==> config.mk <==
export PLATFORM = sky130hd
export DESIGN_NAME = ict_top
export DESIGN_NICKNAME = d
export VERILOG_FILES = /design/src/hdl/ict_top.v
export VERILOG_INCLUDE_DIRS = /design/src /design/src/common
export SDC_FILE = /design/constraint.sdc
export NUM_CORES = 1
export LEC_CHECK = 0
export BUFFER_PORTS_ARGS = -buffer_cell sky130_fd_sc_hd__buf_2
export CAP_MARGIN = 20
export CELL_PAD_IN_SITES_DETAIL_PLACEMENT = 0
export CELL_PAD_IN_SITES_GLOBAL_PLACEMENT = 1
export CORE_MARGIN = 2
export CORE_UTILIZATION = 49
export CTS_CLUSTER_SIZE = 20
export DETAILED_ROUTE_END_ITERATION = 8
export HOLD_SLACK_MARGIN = 0.03
export PLACE_DENSITY_LB_ADDON = 0.25
export SLEW_MARGIN = 10
export SYNTH_ARGS = -nofsm -noshare
export SYNTH_HDL_FRONTEND = slang
export SYNTH_SLANG_ARGS = --single-unit
==> constraint.sdc <==
create_clock -name i_core_clk -period 17.35 [get_ports i_core_clk]
set_clock_uncertainty 0.05 [all_clocks]
set_input_delay 4.3375 -clock i_core_clk [delete_from_list [all_inputs] [get_ports i_core_clk]]
set_output_delay 4.3375 -clock i_core_clk [all_outputs]
set_load 0.01 [all_outputs]
==> src/common/ict_regs.vh <==
// register map, field positions, reset values and timing counts of the interval counter timer
`ifndef ICT_REGS_VH
`define ICT_REGS_VH
// address width of the register port
`define ICT_AW 6
// start count write / latched count read, counter n at base + 4*n
`define ICT_CNT_BASE 6'h00
// per-counter control, counter n at base + 4*n
`define ICT_CTL_BASE 6'h10
// global control: clock source, latch command
`define ICT_GLB 6'h20
// interrupt status, write one to clear
`define ICT_IRQ 6'h24
// counter status readback
`define ICT_STAT 6'h28
// control fields
`define ICT_MODE_HI 2
`define ICT_MODE_LO 0
`define ICT_HWG 3
`define ICT_SWG 4
`define ICT_EXT 5
`define ICT_IEN 6
`define ICT_GINV 7
`define ICT_OINV 8
`define ICT_CTL_W 9
`define ICT_CTL_RST 9'h008
// global fields
`define ICT_CSRC 0
`define ICT_LAT_LO 4
`define ICT_LAT_HI 6
// status fields, one byte per counter
`define ICT_ST_OUT 0
`define ICT_ST_GATE 1
`define ICT_ST_RUN 2
`define ICT_ST_PEND 3
// modes
`define ICT_M_TC 3'h0
`define ICT_M_OS 3'h1
`define ICT_M_RATE 3'h2
`define ICT_M_SQ 3'h3
`define ICT_M_SWS 3'h4
`define ICT_M_HWS 3'h5
// clocks: the core clock serves as the bus clock
`define ICT_CORE_HZ 10000000
`define ICT_OSC_HZ 10000000
`define ICT_BUS_DIV 4
`define ICT_OSC_DIV (`ICT_CORE_HZ / `ICT_OSC_HZ)
`endif

==> src/hdl/ict_top.v <==
// three-channel 32-bit interval counter timer with register port
//
// Functional notes
// - three independent 32-bit binary down-counters, no decimal mode
// - six modes 0..5, chosen per counter
// - mode 0: output low once programmed, until count reaches zero
// - mode 0: output stays high after zero until a new count or a mode 0 control word is written
// - mode 1: as mode 0 but gate edge starts or restarts the count
// - mode 2: one-clock low pulse at count 1, reload, period start plus 2
// - mode 2: interrupt flag at the end of each cycle
// - mode 3: high for first half of the count, low for the rest, repeating
// - mode 4: writing count starts it; one-clock low pulse when it expires
// - mode 4: new count written while counting loads on the next count clock
// - mode 5: as mode 4 but started and retriggered by gate edge
// - per-counter interrupt enable and readable interrupt status register
// - count clock is bus clock divided by four, the 10 MHz oscillator, or for counters 1 and 2 an external clock line
// - status readback per counter and a latch command freezing the count
// - gate inputs and outputs can be inverted by software
// - hardware gate line or software gate bit, gate state readable
// - each counter has its own gate input line and output line
`timescale 1ns/1ps
`include "ict_regs.vh"

module ict_top #(
  parameter CW = 32
) (
  input wire i_core_clk,
  input wire i_rst,
  input wire [`ICT_AW-1:0] i_addr,
  input wire [31:0] i_wdata,
  input wire i_wr,
  input wire i_rd,
  output reg [31:0] o_rdata,
  input wire i_timer0_gate_in,
  input wire i_timer1_gate_in,
  input wire i_timer2_gate_in,
  input wire i_timer1_ext_clock_in,
  input wire i_timer2_ext_clock_in,
  output wire o_timer0_output,
  output wire o_timer1_output,
  output wire o_timer2_output
);

  // each process owns its loop index so no variable has two drivers
  integer i;
  integer j;
  integer k;
  integer m;

  // counter state
  reg [CW-1:0] cnt [0:2];
  reg [CW-1:0] start_count_value [0:2];
  reg [CW-1:0] latch [0:2];
  reg [`ICT_CTL_W-1:0] ctl [0:2];
  reg [2:0] run;
  reg [2:0] ph;
  reg [2:0] out;
  reg [2:0] out_q;
  reg [2:0] ldp;
  reg [2:0] trp;
  reg [2:0] ev;
  reg [2:0] irq;
  reg [2:0] gt_q;
  reg csrc;

  // pin synchronisers
  reg [2:0] gs1;
  reg [2:0] gs2;
  reg [1:0] xs1;
  reg [1:0] xs2;
  reg [1:0] xs3;

  // count clock dividers
  reg [1:0] div_bus;
  reg [7:0] div_osc;
  reg int_tick;

  // derived per-counter terms
  reg [2:0] tk;
  reg [2:0] gt;
  reg [2:0] trg;

  // register port decode
  wire [3:0] widx;
  wire wr_cnt;
  wire wr_ctl;
  wire wr_glb;
  wire wr_irq;

  assign widx = {2'h0, i_addr[3:2]};
  assign wr_cnt = i_wr && (i_addr[5:4] == 2'h0) && (i_addr[3:2] != 2'h3);
  assign wr_ctl = i_wr && (i_addr[5:4] == 2'h1) && (i_addr[3:2] != 2'h3);
  assign wr_glb = i_wr && (i_addr == `ICT_GLB);
  assign wr_irq = i_wr && (i_addr == `ICT_IRQ);

  // outputs come straight from the registered polarity stage
  assign o_timer0_output = out_q[0];
  assign o_timer1_output = out_q[1];
  assign o_timer2_output = out_q[2];

  // two flip-flops on every field line before any logic looks at it
  always @(posedge i_core_clk or posedge i_rst) begin
    if (i_rst) begin
      gs1 <= 3'h0;
      gs2 <= 3'h0;
      xs1 <= 2'h0;
      xs2 <= 2'h0;
      xs3 <= 2'h0;
    end else begin
      gs1 <= {i_timer2_gate_in, i_timer1_gate_in, i_timer0_gate_in};
      gs2 <= gs1;
      xs1 <= {i_timer2_ext_clock_in, i_timer1_ext_clock_in};
      xs2 <= xs1;
      xs3 <= xs2;
    end
  end

  // internal count clock as a one-cycle enable
  always @(posedge i_core_clk or posedge i_rst) begin
    if (i_rst) begin
      div_bus <= 2'h0;
      div_osc <= 8'h00;
      int_tick <= 1'b0;
    end else begin
      div_bus <= div_bus + 2'h1;
      if (div_osc == `ICT_OSC_DIV - 1)
        div_osc <= 8'h00;
      else
        div_osc <= div_osc + 8'h01;
      if (csrc)
        int_tick <= (div_osc == `ICT_OSC_DIV - 1);
      else
        int_tick <= (div_bus == `ICT_BUS_DIV - 1);
    end
  end

  // clock select, gate select and polarity per counter
  always @* begin
    tk = 3'h0;
    gt = 3'h0;
    trg = 3'h0;
    for (j = 0; j < 3; j = j + 1) begin
      // counter 0 has no external clock line
      if (j > 0 && ctl[j][`ICT_EXT])
        tk[j] = xs2[j-1] & ~xs3[j-1];
      else
        tk[j] = int_tick;
      if (ctl[j][`ICT_HWG])
        gt[j] = gs2[j] ^ ctl[j][`ICT_GINV];
      else
        gt[j] = ctl[j][`ICT_SWG] ^ ctl[j][`ICT_GINV];
      trg[j] = gt[j] & ~gt_q[j];
    end
  end

  // counter engines
  always @(posedge i_core_clk or posedge i_rst) begin
    if (i_rst) begin
      for (i = 0; i < 3; i = i + 1) begin
        cnt[i] <= {CW{1'b0}};
        start_count_value[i] <= {CW{1'b0}};
        latch[i] <= {CW{1'b0}};
        ctl[i] <= `ICT_CTL_RST;
      end
      run <= 3'h0;
      ph <= 3'h0;
      out <= 3'h0;
      ldp <= 3'h0;
      trp <= 3'h0;
      ev <= 3'h0;
      gt_q <= 3'h0;
      csrc <= 1'b0;
    end else begin
      ev <= 3'h0;
      gt_q <= gt;
      if (wr_glb)
        csrc <= i_wdata[`ICT_CSRC];
      for (i = 0; i < 3; i = i + 1) begin
        // gate edges are held until the next count clock uses them
        if (trg[i])
          trp[i] <= 1'b1;
        // latch freezes the live count for a consistent read
        if (wr_glb && i_wdata[`ICT_LAT_LO + i])
          latch[i] <= cnt[i];
        if (wr_ctl && widx == i) begin
          // a mode change stops the counter until a new count (modes 0, 2, 3, 4) or a gate edge (modes 1, 5) starts it
          ctl[i] <= i_wdata[`ICT_CTL_W-1:0];
          run[i] <= 1'b0;
          ph[i] <= 1'b0;
          ldp[i] <= 1'b0;
          trp[i] <= 1'b0;
          out[i] <= (i_wdata[`ICT_MODE_HI:`ICT_MODE_LO] != `ICT_M_TC);
        end else if (wr_cnt && widx == i) begin
          start_count_value[i] <= i_wdata[CW-1:0];
          ldp[i] <= 1'b1;
          if (ctl[i][`ICT_MODE_HI:`ICT_MODE_LO] == `ICT_M_TC) begin
            out[i] <= 1'b0;
            run[i] <= 1'b0;
          end
        end else if (tk[i]) begin
          case (ctl[i][`ICT_MODE_HI:`ICT_MODE_LO])
            `ICT_M_TC: begin
              if (ldp[i]) begin
                cnt[i] <= start_count_value[i];
                ldp[i] <= 1'b0;
                run[i] <= 1'b1;
              end else if (run[i] && gt[i]) begin
                if (cnt[i] <= 1) begin
                  cnt[i] <= {CW{1'b0}};
                  out[i] <= 1'b1;
                  run[i] <= 1'b0;
                  ev[i] <= 1'b1;
                end else begin
                  cnt[i] <= cnt[i] - 1'b1;
                end
              end
            end
            `ICT_M_OS: begin
              // the gate edge restarts; the gate level is not looked at
              if (trp[i] || trg[i]) begin
                cnt[i] <= start_count_value[i];
                trp[i] <= 1'b0;
                ldp[i] <= 1'b0;
                run[i] <= 1'b1;
                out[i] <= 1'b0;
              end else if (run[i]) begin
                if (cnt[i] <= 1) begin
                  cnt[i] <= {CW{1'b0}};
                  out[i] <= 1'b1;
                  run[i] <= 1'b0;
                  ev[i] <= 1'b1;
                end else begin
                  cnt[i] <= cnt[i] - 1'b1;
                end
              end
            end
            `ICT_M_RATE, `ICT_M_SQ: begin
              if (ldp[i]) begin
                cnt[i] <= start_count_value[i];
                ldp[i] <= 1'b0;
                run[i] <= 1'b1;
                ph[i] <= 1'b0;
                out[i] <= 1'b1;
              end else if (run[i] && gt[i]) begin
                if (cnt[i] > 1) begin
                  cnt[i] <= cnt[i] - 1'b1;
                  if (ctl[i][0])
                    out[i] <= ((cnt[i] - 1'b1) > (start_count_value[i] >> 1));
                end else if (cnt[i] == 1) begin
                  // low for exactly one count clock in mode 2
                  cnt[i] <= {CW{1'b0}};
                  ph[i] <= 1'b1;
                  out[i] <= 1'b0;
                end else if (ph[i]) begin
                  ph[i] <= 1'b0;
                  out[i] <= ctl[i][0] ? 1'b0 : 1'b1;
                end else begin
                  // reload: one cycle is start value plus two count clocks
                  cnt[i] <= start_count_value[i];
                  out[i] <= 1'b1;
                  ev[i] <= 1'b1;
                end
              end
            end
            `ICT_M_SWS, `ICT_M_HWS: begin
              if (ctl[i][0] ? (trp[i] || trg[i]) : ldp[i]) begin
                cnt[i] <= start_count_value[i];
                ldp[i] <= 1'b0;
                trp[i] <= 1'b0;
                run[i] <= 1'b1;
                ph[i] <= 1'b0;
                out[i] <= 1'b1;
              end else if (run[i] && (gt[i] || ctl[i][0])) begin
                if (ph[i]) begin
                  out[i] <= 1'b1;
                  ph[i] <= 1'b0;
                  run[i] <= 1'b0;
                  ev[i] <= 1'b1;
                end else if (cnt[i] <= 1) begin
                  cnt[i] <= {CW{1'b0}};
                  out[i] <= 1'b0;
                  ph[i] <= 1'b1;
                end else begin
                  cnt[i] <= cnt[i] - 1'b1;
                end
              end
            end
            default: begin
              // unused mode codes park the counter
              run[i] <= 1'b0;
            end
          endcase
        end
      end
    end
  end

  // sticky status: a new event wins over a clear in the same cycle
  always @(posedge i_core_clk or posedge i_rst) begin
    if (i_rst) begin
      irq <= 3'h0;
    end else begin
      for (k = 0; k < 3; k = k + 1) begin
        if (ev[k] && ctl[k][`ICT_IEN])
          irq[k] <= 1'b1;
        else if (wr_irq && i_wdata[k])
          irq[k] <= 1'b0;
      end
    end
  end

  // output polarity stage
  always @(posedge i_core_clk or posedge i_rst) begin
    if (i_rst) begin
      out_q <= 3'h0;
    end else begin
      for (m = 0; m < 3; m = m + 1)
        out_q[m] <= out[m] ^ ctl[m][`ICT_OINV];
    end
  end

  // read data stand in the cycle after the strobe only
  always @(posedge i_core_clk or posedge i_rst) begin
    if (i_rst) begin
      o_rdata <= 32'h00000000;
    end else if (i_rd) begin
      case (i_addr)
        `ICT_CNT_BASE + 6'h00: o_rdata <= latch[0];
        `ICT_CNT_BASE + 6'h04: o_rdata <= latch[1];
        `ICT_CNT_BASE + 6'h08: o_rdata <= latch[2];
        `ICT_CTL_BASE + 6'h00: o_rdata <= {23'h000000, ctl[0]};
        `ICT_CTL_BASE + 6'h04: o_rdata <= {23'h000000, ctl[1]};
        `ICT_CTL_BASE + 6'h08: o_rdata <= {23'h000000, ctl[2]};
        `ICT_GLB: o_rdata <= {31'h00000000, csrc};
        `ICT_IRQ: o_rdata <= {29'h00000000, irq};
        `ICT_STAT: begin
          // gate state after selection and inversion is visible here
          o_rdata <= {8'h00,
                      4'h0, ldp[2], run[2], gt[2], out[2],
                      4'h0, ldp[1], run[1], gt[1], out[1],
                      4'h0, ldp[0], run[0], gt[0], out[0]};
        end
        default: o_rdata <= 32'h00000000;
      endcase
    end else begin
      o_rdata <= 32'h00000000;
    end
  end

endmodule

Yosys cells after proc, flatten, opt, wreduce, memory -nomap -nowiden
Index checks and enable logic that the tools add are counted.
Word-level totals
  register bits after elaboration: 398
  input bits: 47
  output and inout bits: 35
  logic and storage cells: 557
Cells by class
  add/sub/neg operators: 5
  magnitude comparators: 9
  equality and inequality tests: 103
  multiplexer cells: 285
  bitwise logic cells: 25
  reductions and logical operators: 89
Operator list (number)
  2-to-1 mux 32 bit: 40
  case mux 32 bit (4 select lines): 3
  case mux 32 bit (9 select lines): 1
  2-to-1 mux 1 bit: 222
  == test 32 x 1 -> 1 bit (second input constant): 3
  greater-than comparator 32 x 1 -> 1 bit (second input constant): 3
  greater-than comparator 32 x 31 -> 1 bit: 3
  <= comparator 32 x 1 -> 1 bit (second input constant): 3
  subtractor 32 x 1 -> 32 bit (second input constant): 3
  inequality test 4 bit (second input constant): 21
  inequality test 5 bit (second input constant): 15
  AND reduction 10 bit: 6
  inequality test 3 bit (second input constant): 12
  inequality test 6 bit (second input constant): 6
  case mux 1 bit (4 select lines): 9
  inequality test 5 x 4 -> 1 bit (second input constant): 6
  nonzero test 5 bit: 6
  logical AND 1 bit: 27
  AND reduction 7 bit: 3
  nonzero test 3 bit: 7
  == test 3 x 2 -> 1 bit (second input constant): 6
  == test 3 bit (second input constant): 6
  == test 6 x 5 -> 1 bit (second input constant): 3
  == test 6 bit (second input constant): 3
  other kinds (29): 99

Logic depth before layout (Yosys ltp)
  depth after elaboration: 10
  gate-level depth with buffers: 17
  depth with buffers taken out: 17

Worst setup path before layout
Ideal clock, no wire load.
  kind: input to register
  from: input port i_addr[1]
  to: register latch[10] in the netlist's numbering
  setup time: 0.125 ns
  data arrival time: 6.125 ns
  data required time: 17.175 ns
  path slack: 11.050 ns
  stages on the path: 6
  path buffers: 1
  cell sequence: nor4b_1 nand2_1 nor3_1 nand2_1 clkbuf_1 mux2_2
On the way
  word-level cells in the longest chain between the ends: 3
RTL lines
  start, declared: RTL line ict_top.v:29  | input wire [`ICT_AW-1:0] i_addr,
  == test 6 bit
  logical AND 1 bit: RTL line ict_top.v:93  | assign wr_glb = i_wr && (i_addr == `ICT_GLB);
  logical AND 1 bit: RTL line ict_top.v:183  | if (wr_glb && i_wdata[`ICT_LAT_LO + i])
  end signal, assigned by index: RTL line ict_top.v:162  | latch[i] <= {CW{1'b0}};
  end signal, assigned by index: RTL line ict_top.v:184  | latch[i] <= cnt[i];
  end, declared: RTL line ict_top.v:53  | reg [CW-1:0] latch [0:2];
No other way between the ends.
A chain may end at the register's enable or synchronous reset.

==> impl_metrics.ini <==
[status]
status = finished clean

[logic_synthesis]
synth_fp_nets = 2689
synth_edf_count = 0
synth_top_family_by_area = compound AO/OA/AOI/OAI gates
avgSynthCellArea_sq_um = 9.23
async_flop_share = 1.00
yosysWarnings = 0
synth.top_cell.area_share = 0.423
ys.flop_type = dfrtp_1
ys_seq_elements = 398
synthTopCellsByArea = dfrtp_1, mux2_2, ha_1
synth_cell_type_count = 88
syn_inst = 2531
synth_compound_area_frac = 0.190
synth_xor_area_frac = 0.0352
synth_adder_area_share = 0.0594
ys_seq_area_frac = 0.426
synth_mux_area_frac = 0.0843
syn_area_sq_um = 23400
yosys.area.top_type = dfrtp_1
synth-simple-area-share = 0.157

[layout]
drive_gt1_frac = 0.142
n_antenna_cell = 0
final_common_cell = dfrtp_1
area.growth.synth_to_final_pct = 10.8
final_cell_mix = dfrtp_1, nand2_1, o21ai_0
fin_nets = 2712
fillers = 4348

[clocking]
cts-resized-gates = 0
clkTransAtPathRegs_ps = 60
cts_hold_buf = 0
insertion_delay_ps = 590
cts_setup_buffers = 0
numCtsBuffers = 46
cts_tree = yes
cts_sinks = 398
cts_buffer_depth = 3
htreeDepth = 2
cts-root-buf = clkbuf_16

[die]
die_w_um = 222
start_util = 0.493
die_h_um = 222
die_area_sq_um = 49500
rows = 80
io_pins = 82
core_area_sq_um = 47400

[timing]
hold_violations = 0
tightest_slew_ps = 1270
period_share = 0.410
setup_tns_ps = 0
rsz0062_at_grt = no
slew_headroom = 0.145
finalSetupViolations = 0
fmax_mhz = 141
min_period_ps = 7110
maxSlewViolCount = 0

[critical_path]
path_cells = buf_2 > inv_8 > buf_4 > buf_4 > buf_4
critical_path.max_fanout = 117
required_ps = 17870
crit-reg2reg-capture = out[0]
arrival_ps = 7630
path_common_cell = buf_4
crit_type = input port to async pin
slowest_stage = buf_4
slowest_delay_ps = 870
end_kind = async pin
r2r_start = cnt[68]
startpoint_type = input port
ff2ff_path_depth = 12
r2r_slack_ps = 12040

[global_route]
grt.overflow.total = 0
grt_max_degree = 118
antenna_found_initial = 1
grt_pass1_vias = 19600
grt_util_all_layers = 0.323
grt_pass1_wl_um = 122000

[drt]
wirelength_um = 80100
wire_per_inst_um = 25.0
drtPass1Iterations = 6
drtAntennaViolNets = 0
drc = 0
vias = 20200
vias_per_cell = 6.30
drt_iter0_markers = 2342

[power]
p_per_area_nw_per_um2 = 156
power_mw = 4.03
ir_drop_mv = 0.0807
p_leak_nw = 12.0

[job]
drv_cap = 0

[placed_design]
dp_hpwl_um = 57700
gp_congestion = 0.958
port_buffers = 81

[min_path]
min_to = xs2[1]
hold_path_depth = 0
hold_path.class = flip-flop to flip-flop
hp-start = xs1[1]
[metal layers]
metal	global-route usage	vias up	routed length, um
li1	-	9144	-
met1	0.468	9994	35500
met2	0.481	879	34600
met3	0.0491	166	6230
met4	0.143	0	3700
met5	0	-	0
[synthesized netlist by cell type, types with 46 or more instances]
cell and instances:
clkbuf_1 121, mux2_2 134, a22oi_1 111, mux2i_1 46
dfrtp_1 395, nor2_1 137, a21oi_1 118, o21ai_0 243
inv_1 151, ha_1 111, nand2_1 338, xnor2_1 46
xor2_1 48
[final cells by class]
type	count	area, sq um	area share
well taps	615	769	0.0297
clock inverters	19	310	0.0120
flip-flops and latches	398	9960	0.385
multi-input cells	1843	12300	0.476
repair buffers	113	643	0.0248
clock buffers	66	1320	0.0509
inverters	152	578	0.0223
[cell families after synthesis]
logic type,after synthesis
AND/OR/NAND/NOR,763
AO/OA/AOI/OAI,695
flip-flops,398
buffers and inverters,290
multiplexers,180
adder cells (fa/ha/maj),111
XOR/XNOR,94
[per-stage QoR]
step	setup WS [ps]	cells	hold WS, ps	area [sq um]	utilization
after floorplan	1900	2531	281	23400	-
after global placement	9470	3120	292	24300	0.511
after detailed placement	9370	3120	288	24300	0.511
after CTS	10000	3205	303	25900	0.546
after global routing	9640	3206	309	25900	0.546
final	10240	3206	299	25900	0.546
[registers in the layout (all words and copies together) (netlist names), 8 cells and up]
| name | cells |
|---|---|
| cnt | 96 |
| latch | 96 |
| start_count_value | 96 |
| o_rdata | 32 |
| ctl | 27 |
| div_osc | 8 |
[critical path, delay by kind of cell]
kind	cells	cell delay (ps)
buf+inv	5	3140
[how the worst max path moves through the flow]
stage / startpoint / to
finish: i_rst / cnt[15]
global route: i_rst / cnt[15]
CTS: i_rst / start_count_value[19]
detailed placement: i_rst / start_count_value[20]
global placement: i_rst / start_count_value[57]
floorplan: i_rst / cnt[0]
[power by group]
group          switching [mW]  internal [mW]  total, mW
sequential              0.244           1.10       1.35
combinational            1.02          0.610       1.63
clock                   0.408          0.647       1.06
(Power assumes the default switching activity.)
